File: config.mk
export PLATFORM = sky130hd
export DESIGN_NAME = adc_serial_protocol_config
export DESIGN_NICKNAME = d
export VERILOG_FILES = /design/src/serial_cfg_pkg.sv /design/src/pin_sync.sv /design/src/adc_serial_protocol_config.sv
export SDC_FILE = /design/constraint.sdc
export NUM_CORES = 1
export LEC_CHECK = 0
export ABC_AREA = 0
export ABC_CLOCK_PERIOD_IN_PS = 2400
export BUFFER_PORTS_ARGS = -buffer_cell sky130_fd_sc_hd__buf_2
export CORE_MARGIN = 1
export CORE_UTILIZATION = 26
export CTS_CLUSTER_DIAMETER = 30
export DETAILED_ROUTE_END_ITERATION = 16
export GPL_TIMING_DRIVEN = 0
export PLACE_DENSITY = 0.5
export SLEW_MARGIN = 20
export SYNTH_ARGS = -nofsm -noshare
export SYNTH_HDL_FRONTEND = slang
export SYNTH_SLANG_ARGS = --single-unit
File: constraint.sdc
create_clock -name ref_clk -period 2.4 [get_ports ref_clk]
set_input_delay 0.36 -clock ref_clk [delete_from_list [all_inputs] [get_ports ref_clk]]
set_output_delay 0.36 -clock ref_clk [all_outputs]
set_load 0.005 [all_outputs]
File: src/serial_cfg_pkg.sv
// Constants shared by the converter serial host interface.
`default_nettype none
package serial_cfg_pkg;
    // ------------------------------------------------------------------
    // Register word addresses and the key byte address
    // ------------------------------------------------------------------
    localparam logic [8:0] ADDR_IDENTITY = 9'h000;
    localparam logic [8:0] ADDR_RESET_POWER = 9'h004;
    localparam logic [8:0] ADDR_INPUT_CTL = 9'h008;
    localparam logic [8:0] ADDR_OUTPUT_CTL = 9'h00C;
    localparam logic [8:0] ADDR_WORD_CTL = 9'h010;
    localparam logic [8:0] ADDR_RANGE = 9'h014;
    localparam logic [8:0] ADDR_ALARM = 9'h020;
    localparam logic [8:0] ADDR_ALARM_HIGH = 9'h024;
    localparam logic [8:0] ADDR_ALARM_LOW = 9'h028;
    localparam logic [8:0] ADDR_KEY_BYTE = 9'h005;
    // ------------------------------------------------------------------
    // Field masks (writable bits of each register)
    // ------------------------------------------------------------------
    localparam logic [31:0] MASK_IDENTITY = 32'h000F_0000;
    localparam logic [31:0] MASK_RESET_POWER_BITS = 32'h0000_0037;
    localparam logic [31:0] MASK_RESET_POWER_KEY = 32'h0000_FF00;
    localparam logic [31:0] MASK_INPUT_CTL = 32'h0000_0003;
    localparam logic [31:0] MASK_OUTPUT_CTL = 32'h0000_1343;
    localparam logic [31:0] MASK_WORD_CTL = 32'h0000_7D0F;
    localparam logic [31:0] MASK_RANGE = 32'h0000_004F;
    localparam logic [31:0] MASK_ALARM = 32'h0000_FFFF;
    localparam logic [31:0] MASK_THRESHOLD = 32'hFFFF_FFFF;
    localparam logic [31:0] RESET_WORD = 32'h0000_0000;
    localparam logic [7:0] UNLOCK_KEY_VALUE = 8'h69;
    localparam int KEY_LSB = 8;
    localparam int DEVICE_ADDR_LSB = 16;
    localparam int OUTPUT_PIN_CFG_LSB = 8;
    localparam int SYNC_CLOCK_BIT = 6;
    localparam int DATA_VALUE_MSB = 2;
    // ------------------------------------------------------------------
    // Command opcodes (bits 31:27) and write byte select (bits 26:25)
    // ------------------------------------------------------------------
    localparam logic [4:0] OP_CLEAR_HALF = 5'h18;
    localparam logic [4:0] OP_READ_HALF = 5'h19;
    localparam logic [4:0] OP_READ_BYTE = 5'h09;
    localparam logic [4:0] OP_WRITE = 5'h1A;
    localparam logic [4:0] OP_SET_HALF = 5'h1B;
    localparam logic [1:0] WR_BOTH = 2'h0;
    localparam logic [1:0] WR_HIGH = 2'h1;
    localparam logic [1:0] WR_LOW = 2'h2;
    // ------------------------------------------------------------------
    // Protocol encodings
    // ------------------------------------------------------------------
    localparam logic [1:0] PROTO_IDLE_LOW_RISE = 2'h0;
    localparam logic [1:0] PROTO_IDLE_LOW_FALL = 2'h1;
    localparam logic [1:0] PROTO_IDLE_HIGH_FALL = 2'h2;
    localparam logic [1:0] PROTO_IDLE_HIGH_RISE = 2'h3;
    localparam logic [1:0] OUT_SOURCE_SYNC = 2'h3;
    localparam logic [1:0] OUT_INVALID = 2'h2;
    localparam logic [1:0] PIN_CFG_DUAL = 2'h3;
    localparam logic [7:0] DAISY_LOW_BYTE = 8'h00;
    localparam int FRAME_BITS = 32;
    localparam int COUNT_WIDTH = 7;
    // Divider of the internal source-sync bit clock.
    localparam int INT_CLOCK_DIV = 4;
    // ------------------------------------------------------------------
    // Frame state machine
    // ------------------------------------------------------------------
    typedef enum logic [2:0] {
        FRAME_IDLE = 3'b001,
        FRAME_SHIFT = 3'b010,
        FRAME_DONE = 3'b100
    } frame_state_t;
endpackage : serial_cfg_pkg
`default_nettype wire

File: src/pin_sync.sv
// Two-flop synchroniser with edge detection for the serial pins.
`default_nettype none
module pin_sync
    import serial_cfg_pkg::*;
#(
    parameter int WIDTH = 3
) (
    input wire logic ref_clk, // System clock.
    input wire logic reset_n, // Asynchronous reset, active low.
    input wire logic [WIDTH-1:0] pin_in, // Asynchronous pin levels.
    output logic [WIDTH-1:0] level, // Synchronised levels.
    output logic [WIDTH-1:0] rise, // One-cycle pulse on a rising level.
    output logic [WIDTH-1:0] fall // One-cycle pulse on a falling level.
);
    logic [WIDTH-1:0] stage1;
    logic [WIDTH-1:0] stage2;
    logic [WIDTH-1:0] stage3;

    if (WIDTH < 1) begin : g_check
        $error("pin_sync WIDTH must be at least 1");
    end

    always_ff @(posedge ref_clk or negedge reset_n) begin
        if (!reset_n) begin
            stage1 <= '0;
            stage2 <= '0;
            stage3 <= '0;
        end else begin
            stage1 <= pin_in;
            stage2 <= stage1;
            stage3 <= stage2;
        end
    end

    assign level = stage2;
    assign rise = stage2 & ~stage3;
    assign fall = ~stage2 & stage3;
endmodule : pin_sync
`default_nettype wire

File: src/adc_serial_protocol_config.sv
// Serial host interface of the converter: protocols, outputs and register map.
`default_nettype none
// Summary of operation
// - Reset selects idle-low, rising-capture protocol.
// - Input field picks one of four protocols.
// - Selected protocol governs both reads and writes.
// - Status pin held low during SPI frames, except in source-sync mode.
// - Output word shifted most significant first.
// - Long frame with low byte 00h daisy-chains.
// - Pin config 11b makes shared pin second lane.
// - Dual mode launches two bits per edge.
// - Dual mode halves clocks, same timing.
// - Source-sync mode drives clock on status pin.
// - Output clock from serial or internal clock.
// - Select bit 0 serial, 1 internal.
// - Output field 0x follows input, 11 source-sync.
// - Nine 32-bit registers, word addresses 00h-28h.
// - Device address bits 19-16, reset zero.
// - Power bits update only with key 69h.
// - Reserved fields ignore writes, read zero.
module adc_serial_protocol_config
    import serial_cfg_pkg::*;
(
    input wire logic ref_clk, // System clock, 250 MHz.
    input wire logic reset_n, // Asynchronous reset, active low.
    input wire logic convert_chip_select, // Frame select from host, active low frame.
    input wire logic serial_clock, // Serial clock from host.
    input wire logic serial_in, // Serial data from host.
    input wire logic [11:0] conversion_result, // Latest conversion result.
    input wire logic conversion_busy, // High while a conversion runs.
    input wire logic alarm_level, // Alarm state for the shared pin.
    output logic serial_out_lane0, // First serial data output.
    output logic serial_out_lane1, // Shared pin data level.
    output logic serial_out_lane1_en, // Shared pin output enable.
    output logic conversion_status_pin, // Busy status or output clock.
    output logic [5:0] power_control // Reset and power control bits.
);
    // ------------------------------------------------------------------
    // Pin synchronisation
    // ------------------------------------------------------------------
    logic [2:0] pin_level;
    logic [2:0] pin_rise;
    logic [2:0] pin_fall;

    pin_sync #(.WIDTH(3)) u_sync (
        .ref_clk(ref_clk),
        .reset_n(reset_n),
        .pin_in({serial_in, serial_clock, convert_chip_select}),
        .level(pin_level),
        .rise(pin_rise),
        .fall(pin_fall)
    );

    wire cs_fall = pin_fall[0];
    wire cs_rise = pin_rise[0];
    wire sclk_rise = pin_rise[1];
    wire sclk_fall = pin_fall[1];
    wire din = pin_level[2];

    // ------------------------------------------------------------------
    // Registers
    // ------------------------------------------------------------------
    logic [31:0] device_identity_address;
    logic [31:0] reset_power_control;
    logic [31:0] serial_input_control;
    logic [31:0] serial_output_control;
    logic [31:0] output_word_control;
    logic [31:0] input_range_select;
    logic [31:0] alarm_output;
    logic [31:0] alarm_high_threshold;
    logic [31:0] alarm_low_threshold;

    wire [1:0] input_protocol_select = serial_input_control[1:0];
    wire [1:0] output_protocol_select = serial_output_control[1:0];
    wire [1:0] second_output_pin_config = serial_output_control[OUTPUT_PIN_CFG_LSB +: 2];
    wire sync_clock_source_select = serial_output_control[SYNC_CLOCK_BIT];
    wire source_synchronous_mode = (output_protocol_select == OUT_SOURCE_SYNC);
    wire dual_lane = (second_output_pin_config == PIN_CFG_DUAL);

    // ------------------------------------------------------------------
    // Capture and launch edges of the chosen protocol
    // ------------------------------------------------------------------
    // Rising capture for modes 0 and 3, falling for 1 and 2; launch is opposite.
    wire capture_on_rise = (input_protocol_select == PROTO_IDLE_LOW_RISE) ||
                           (input_protocol_select == PROTO_IDLE_HIGH_RISE);
    wire capture_edge = capture_on_rise ? sclk_rise : sclk_fall;
    wire sclk_launch = capture_on_rise ? sclk_fall : sclk_rise;

    // Internal bit clock for the source-synchronous internal clock option.
    logic [3:0] div_count;
    logic int_tick;
    always_ff @(posedge ref_clk or negedge reset_n) begin
        if (!reset_n) begin
            div_count <= '0;
            int_tick <= 1'b0;
        end else begin
            int_tick <= (div_count == 4'(INT_CLOCK_DIV - 1));
            div_count <= (div_count == 4'(INT_CLOCK_DIV - 1)) ? '0 : div_count + 4'h1;
        end
    end

    // ------------------------------------------------------------------
    // Frame engine
    // ------------------------------------------------------------------
    frame_state_t state;
    frame_state_t next_state;
    logic [COUNT_WIDTH-1:0] clk_count;
    logic [31:0] in_shift;
    logic [31:0] out_shift;
    logic launched_any;
    logic src_clk_level;
    logic [31:0] next_word;

    wire in_frame = (state == FRAME_SHIFT);
    // Source-sync internal clock: one launch per two ticks, clock toggles each tick.
    wire src_int = source_synchronous_mode && sync_clock_source_select;
    wire int_launch = src_int && int_tick && !src_clk_level;
    wire launch = in_frame && (src_int ? int_launch : (sclk_launch && launched_any));
    wire write_ok = (clk_count >= COUNT_WIDTH'(FRAME_BITS));
    wire daisy = (serial_output_control[7:0] == DAISY_LOW_BYTE);

    always_comb begin
        next_state = state;
        case (state)
            FRAME_IDLE: if (cs_fall) next_state = FRAME_SHIFT;
            FRAME_SHIFT: if (cs_rise) next_state = FRAME_DONE;
            FRAME_DONE: next_state = FRAME_IDLE;
            default: next_state = FRAME_IDLE;
        endcase
    end

    always_ff @(posedge ref_clk or negedge reset_n) begin
        if (!reset_n) begin
            state <= FRAME_IDLE;
            clk_count <= '0;
            in_shift <= '0;
            launched_any <= 1'b0;
        end else begin
            state <= next_state;
            if (cs_fall) begin
                clk_count <= '0;
                launched_any <= 1'b0;
            end else if (in_frame && capture_edge) begin
                in_shift <= {in_shift[30:0], din};
                if (clk_count != '1) clk_count <= clk_count + 1'b1;
                launched_any <= 1'b1;
            end
        end
    end

    // Output shift: loaded at frame start, MSB first, one or two bits per launch.
    always_ff @(posedge ref_clk or negedge reset_n) begin
        if (!reset_n) begin
            out_shift <= '0;
        end else if (cs_fall) begin
            out_shift <= next_word;
        end else if (launch) begin
            if (dual_lane) out_shift <= {out_shift[29:0], 2'b00};
            else if (daisy) out_shift <= {out_shift[30:0], in_shift[0]};
            else out_shift <= {out_shift[30:0], 1'b0};
        end
    end

    always_ff @(posedge ref_clk or negedge reset_n) begin
        if (!reset_n) begin
            src_clk_level <= 1'b0;
        end else if (!in_frame || !source_synchronous_mode) begin
            src_clk_level <= 1'b0;
        end else if (src_int ? int_tick : (sclk_rise || sclk_fall)) begin
            src_clk_level <= ~src_clk_level;
        end
    end

    // ------------------------------------------------------------------
    // Command decode at frame end
    // ------------------------------------------------------------------
    wire [4:0] cmd_op = in_shift[31:27];
    wire [1:0] cmd_sel = in_shift[26:25];
    wire [8:0] cmd_addr = in_shift[24:16];
    wire [15:0] cmd_data = in_shift[15:0];
    wire [8:0] word_addr = {cmd_addr[8:2], 2'b00};
    wire upper_half = cmd_addr[1];
    wire cmd_exec = (state == FRAME_DONE) && write_ok;

    logic [4:0] read_op;
    logic [8:0] read_addr;

    function automatic logic [31:0] reg_read(input logic [8:0] a);
        case (a)
            ADDR_IDENTITY: reg_read = device_identity_address;
            ADDR_RESET_POWER: reg_read = reset_power_control;
            ADDR_INPUT_CTL: reg_read = serial_input_control;
            ADDR_OUTPUT_CTL: reg_read = serial_output_control;
            ADDR_WORD_CTL: reg_read = output_word_control;
            ADDR_RANGE: reg_read = input_range_select;
            ADDR_ALARM: reg_read = alarm_output;
            ADDR_ALARM_HIGH: reg_read = alarm_high_threshold;
            ADDR_ALARM_LOW: reg_read = alarm_low_threshold;
            default: reg_read = RESET_WORD;
        endcase
    endfunction : reg_read

    // Half-word modification applied by write, set and clear commands.
    function automatic logic [31:0] modify(input logic [31:0] old, input logic [31:0] mask);
        logic [15:0] half;
        logic [15:0] result;
        half = upper_half ? old[31:16] : old[15:0];
        result = half;
        case (cmd_op)
            OP_WRITE: begin
                if (cmd_sel == WR_BOTH) result = cmd_data;
                else if (cmd_sel == WR_HIGH) result = {cmd_data[15:8], half[7:0]};
                else if (cmd_sel == WR_LOW) result = {half[15:8], cmd_data[7:0]};
            end
            OP_SET_HALF: result = half | cmd_data;
            OP_CLEAR_HALF: result = half & ~cmd_data;
            default: result = half;
        endcase
        modify = upper_half ? {result, old[15:0]} : {old[31:16], result};
        modify = (modify & mask) | (old & ~mask);
    endfunction : modify

    // A byte write with the key to byte 05h arms the protected bits.
    wire key_write = cmd_exec && (cmd_op == OP_WRITE) && (cmd_sel == WR_HIGH) &&
                     (cmd_addr == ADDR_KEY_BYTE) && (cmd_data[15:8] == UNLOCK_KEY_VALUE);
    wire key_open = (reset_power_control[KEY_LSB +: 8] == UNLOCK_KEY_VALUE);
    wire [31:0] rp_mask = key_open ? (MASK_RESET_POWER_BITS | MASK_RESET_POWER_KEY)
                                   : MASK_RESET_POWER_KEY;

    always_ff @(posedge ref_clk or negedge reset_n) begin
        if (!reset_n) begin
            device_identity_address <= RESET_WORD;
            reset_power_control <= RESET_WORD;
            serial_input_control <= RESET_WORD;
            serial_output_control <= RESET_WORD;
            output_word_control <= RESET_WORD;
            input_range_select <= RESET_WORD;
            alarm_output <= RESET_WORD;
            alarm_high_threshold <= RESET_WORD;
            alarm_low_threshold <= RESET_WORD;
        end else if (cmd_exec) begin
            case (word_addr)
                ADDR_IDENTITY: device_identity_address <= modify(device_identity_address, MASK_IDENTITY);
                ADDR_RESET_POWER: reset_power_control <= key_write ?
                    modify(reset_power_control, MASK_RESET_POWER_KEY) :
                    modify(reset_power_control, rp_mask);
                ADDR_INPUT_CTL: serial_input_control <= modify(serial_input_control, MASK_INPUT_CTL);
                ADDR_OUTPUT_CTL: serial_output_control <= modify(serial_output_control, MASK_OUTPUT_CTL);
                ADDR_WORD_CTL: output_word_control <= modify(output_word_control, MASK_WORD_CTL);
                ADDR_RANGE: input_range_select <= modify(input_range_select, MASK_RANGE);
                ADDR_ALARM: alarm_output <= modify(alarm_output, MASK_ALARM);
                ADDR_ALARM_HIGH: alarm_high_threshold <= modify(alarm_high_threshold, MASK_THRESHOLD);
                ADDR_ALARM_LOW: alarm_low_threshold <= modify(alarm_low_threshold, MASK_THRESHOLD);
                default: ;
            endcase
        end
    end

    always_ff @(posedge ref_clk or negedge reset_n) begin
        if (!reset_n) begin
            read_op <= '0;
            read_addr <= '0;
        end else if (state == FRAME_DONE) begin
            read_op <= write_ok ? cmd_op : 5'h00;
            read_addr <= write_ok ? cmd_addr : 9'h000;
        end
    end

    // ------------------------------------------------------------------
    // Output word for the next frame
    // ------------------------------------------------------------------
    wire [31:0] read_word = reg_read({read_addr[8:2], 2'b00});
    wire [15:0] read_half = read_addr[1] ? read_word[31:16] : read_word[15:0];
    wire [7:0] read_byte = read_addr[0] ? read_half[15:8] : read_half[7:0];
    wire [2:0] data_value = output_word_control[DATA_VALUE_MSB:0];

    always_comb begin
        next_word = {conversion_result, 20'h00000};
        if (data_value[2]) begin
            case (data_value[1:0])
                2'h0: next_word = 32'h0000_0000;
                2'h1: next_word = 32'hFFFF_FFFF;
                2'h2: next_word = 32'hAAAA_AAAA;
                default: next_word = 32'hCCCC_CCCC;
            endcase
        end else if (read_op == OP_READ_HALF) begin
            next_word = {read_half, 16'h0000};
        end else if (read_op == OP_READ_BYTE) begin
            next_word = {read_byte, 24'h000000};
        end
    end

    // ------------------------------------------------------------------
    // Registered pin outputs
    // ------------------------------------------------------------------
    always_ff @(posedge ref_clk or negedge reset_n) begin
        if (!reset_n) begin
            serial_out_lane0 <= 1'b0;
            serial_out_lane1 <= 1'b0;
            serial_out_lane1_en <= 1'b0;
            conversion_status_pin <= 1'b0;
            power_control <= '0;
        end else begin
            serial_out_lane0 <= out_shift[31];
            serial_out_lane1 <= dual_lane ? out_shift[30] :
                                (second_output_pin_config == 2'h1) ? alarm_level :
                                serial_output_control[12];
            serial_out_lane1_en <= (second_output_pin_config != 2'h0);
            if (in_frame && source_synchronous_mode) conversion_status_pin <= src_clk_level;
            else if (in_frame) conversion_status_pin <= 1'b0;
            else conversion_status_pin <= !conversion_busy;
            power_control <= reset_power_control[5:0];
        end
    end
endmodule : adc_serial_protocol_config
`default_nettype wire

==> metrics.txt <==
Max Clock Skew between 0.02 and 0.025 ns; core area approximately 45000 um2; setup violators final 2; Worst Tran Pin Value 0.919 ns; Antenna Nets Post-Route 0; via count ~11000; root buffer cell clkbuf_16; buffers from clock root to sink, at most 3; Final Power 13.0 mW; Synth Warn # 0; Synth Area per Inst 9.53 um2; Skew-Pair Late Insertion Delay 0.60 ns; top cell type by total area after synthesis dfrtp_1; Mapped Area 11900 um2; post-synthesis register bit count between 200 and 250; register area share after synthesis 49.0%; PD cells 812 nW/um2; Post-synth EDFFs 0; Initial Utilization 26.6%; worst r2r src read_addr[3]; n_diodes 0; reg2reg setup slack -0.06 ns; H-tree Lvls 2; CP peak stage delay 0.47 ns; number of I/O pins 29; Num CTS Buffers 61; largest net degree at the start of global routing 93; fill count 4488; Yosys top cell area share 48.8%; r2r worst-path depth 8; num rows 77; GP Congestion 0.968; Worst Setup Start Kind register; Hold Crit Endpoint out_shift[22]; Area contributors post-synth dfrtp_1 49%, o21ai_0 9.6%, nand2_1 4.2%, mux2_2 3.6%, a21oi_1 3.2%; die area 46400 um2; WHS Path Cells 3; PnR worst setup slack -0.0555 ns; Hold Slack between 0.07 and 0.08 ns; minimum clock period 2.46 ns; clk sinks 232; Crit. End Element register; Area Overhead vs Synth 35.2%; crit path kind register to register; Highest Clock Rate 407 MHz; RSZ-0062 raised after global routing true; Pre-antenna DRT Iters 6; Critical Path Most Common Cell buf_4; detailed placer's ending HPWL 31300 um; vias in the first global route 10600; CTS tree done; layout cells sized above 1 approximately 24%; CP Data Arrival Time 2.90 ns; Max-Cap Viols 0; Die Wd approximately 220 um; Worst Path Required 2.84 ns; worst-path maximum fanout 10; run status finished, violations left; initial antenna violation count 0; Cells after Synth 1244; final wirelength 44900 um; # DRC 0; Slew HR 37.8%; average wire per standard cell ~22 um; Worst-path clk slew approximately 0.050 ns; Post-Syn Nets 1271; Buf/Inv on CP 3; Static Leak approximately 6.7 nW; VDD IR max between 0.0005 and 0.0006 V; hold violation count in the final report 0; failing checks negative setup slack; grt ovf 0; nets@finish ~1400; global-route wire length before repair 67600 um; slowest CP cell a2111oi_1; Post-synth ARST share 100%; IO Port Bufs 27; initial DRC count 1093; die height around 220 um; HP Start conversion_result[2]; All-Layer GR Usage 19.1%; Primary FF master, synth dfrtp_1; cells along the critical path clkbuf_4, nor2b_1, buf_4, buf_4, a22oi_1, nor4_2, a2111oi_1, a211oi_1; max-slew violations 0; worst min path class primary input to register; routed vias/inst 5.47; Distinct cells, synth 76; crit share post-route 102%; worst r2r dst out_shift[28]; critical path's top delay family compound AO/OA/AOI/OAI gates
cell usage in the layout (no fill, tap or decap), types with 15 or more instances in the layout:
master     instances
nor2b_1           15
a31oi_1           37
mux2_2            38
a22o_1            24
clkbuf_1          30
a311oi_1          16
and2_1            28
nand3_1           16
mux2i_1           27
clkbuf_16         65
o21ai_0          154
buf_4             34
a21o_1            15
o21ai_1           74
buf_2             35
dfrtp_1          230
a21oi_1           69
nand2_1          131
o2bb2ai_1         20
nor2_1            42
synth_stat cells, types with 18 or more instances:
cell / instances
nand3_1: 18
o2bb2ai_1: 21
a22o_1: 24
a21oi_1: 75
mux2i_1: 27
dfrtp_1: 231
mux2_2: 38
nor2b_1: 22
o21ai_0: 228
clkbuf_1: 59
nand2_1: 132
nor2_1: 45
a31oi_1: 37
and2_1: 28
per-layer routing:
metal | share of wire [%] | wire length [um] | track usage, %
met1 | 44 | 19700 | 26.1
met2 | 45 | 20400 | 29.0
met3 | 7.6 | 3430 | 4.59
met4 | 3.1 | 1380 | 7.02
met5 | 0 | 0 | 0
through the flow:
step / cell area [um2] / TNS (ns) / cells / setup slack [ns] / util, %
floorplan: 11900 / 0 / 1244 / 0.268 / -
global placement: 12700 / -842.35 / 1863 / -3.41 / 28.5
detailed placement: 12800 / -62.20 / 1865 / -0.729 / 28.7
CTS: 15500 / -0.0424 / 1996 / -0.0238 / 34.8
global route: 16000 / -1.28 / 2016 / -0.0848 / 35.9
finish: 16000 / -0.0791 / 2016 / -0.0555 / 35.9
worst max path at each step:
stage / start / end / slack, ns / cells after the start
after CTS: read_op[2] / out_shift[28] / -0.02 / 7
after floorplan: state[1] / alarm_high_threshold[24] / 0.27 / 7
after global placement: reset_n / out_shift[8] / -3.41 / 1
after global routing: state[2] / alarm_output[14] / -0.08 / 9
final: read_addr[3] / out_shift[28] / -0.06 / 8
after detailed placement: read_addr[2] / out_shift[27] / -0.73 / 7
cell families after synthesis:
kind of cell    count (synthesis)  synth area share (%)
compound gates                505                  26.0
simple gates                  334                  14.6
flops                         232                  49.0
buf+inv                        91                  3.07
mux                            65                  5.89
fa+ha+maj                       8                 0.845
xor+xnor                        8                 0.591
other cells                     1                0.0316
worst reg2reg max path, stage by stage, from the launching register on:
cell	delay, ns
dfrtp_1	0.36
clkbuf_4	0.21
nor2b_1	0.19
buf_4	0.20
buf_4	0.23
a22oi_1	0.42
nor4_2	0.09
a2111oi_1	0.47
a211oi_1	0.14
where the power goes:
group / switching, mW / leakage [nW] / internal, mW
Sequential: 0.103 / 3.15 / 4.04
Clock: 2.50 / 1.04 / 5.95
Combinational: 0.246 / 2.50 / 0.175
timing repair:
action                     CTS  global route
hold buffers                 5             0
hold endpoints to repair    61             0
gates resized for setup    127           145
gates cloned                 3             4
buffers inserted            12            20
pin swaps                    6             6
setup endpoints to repair  181           149
area by class of cell:
cell class	instances	area, um2	share of cell area [%]
Buffer	75	502	3.13
Clock buffer	77	1680	10.5
Clock inverter	35	465	2.90
Inverter	11	41.3	0.258
Multi-Input combinational cell	922	6140	38.3
Sequential cell	232	5810	36.2
Tap cell	592	741	4.62
Timing Repair Buffer	72	657	4.10
state kept, by name, indices dropped and copies added (netlist names), 3 cells and up:
| signal | cells |
|---|---|
| out_shift | 32 |
| power_control | 5 |
| state | 3 |
| reset_power_control | 13 |
| alarm_output | 16 |
| input_range_select | 5 |
| read_op | 5 |
| u_sync.stage1 | 3 |
| alarm_high_threshold | 32 |
| u_sync.level | 3 |
| clk_count | 7 |
| alarm_low_threshold | 32 |
| serial_output_control | 6 |
| div_count | 4 |
| read_addr | 9 |
| device_identity_address | 4 |
| in_shift | 32 |
| output_word_control | 10 |
(Power assumes the default switching activity.)
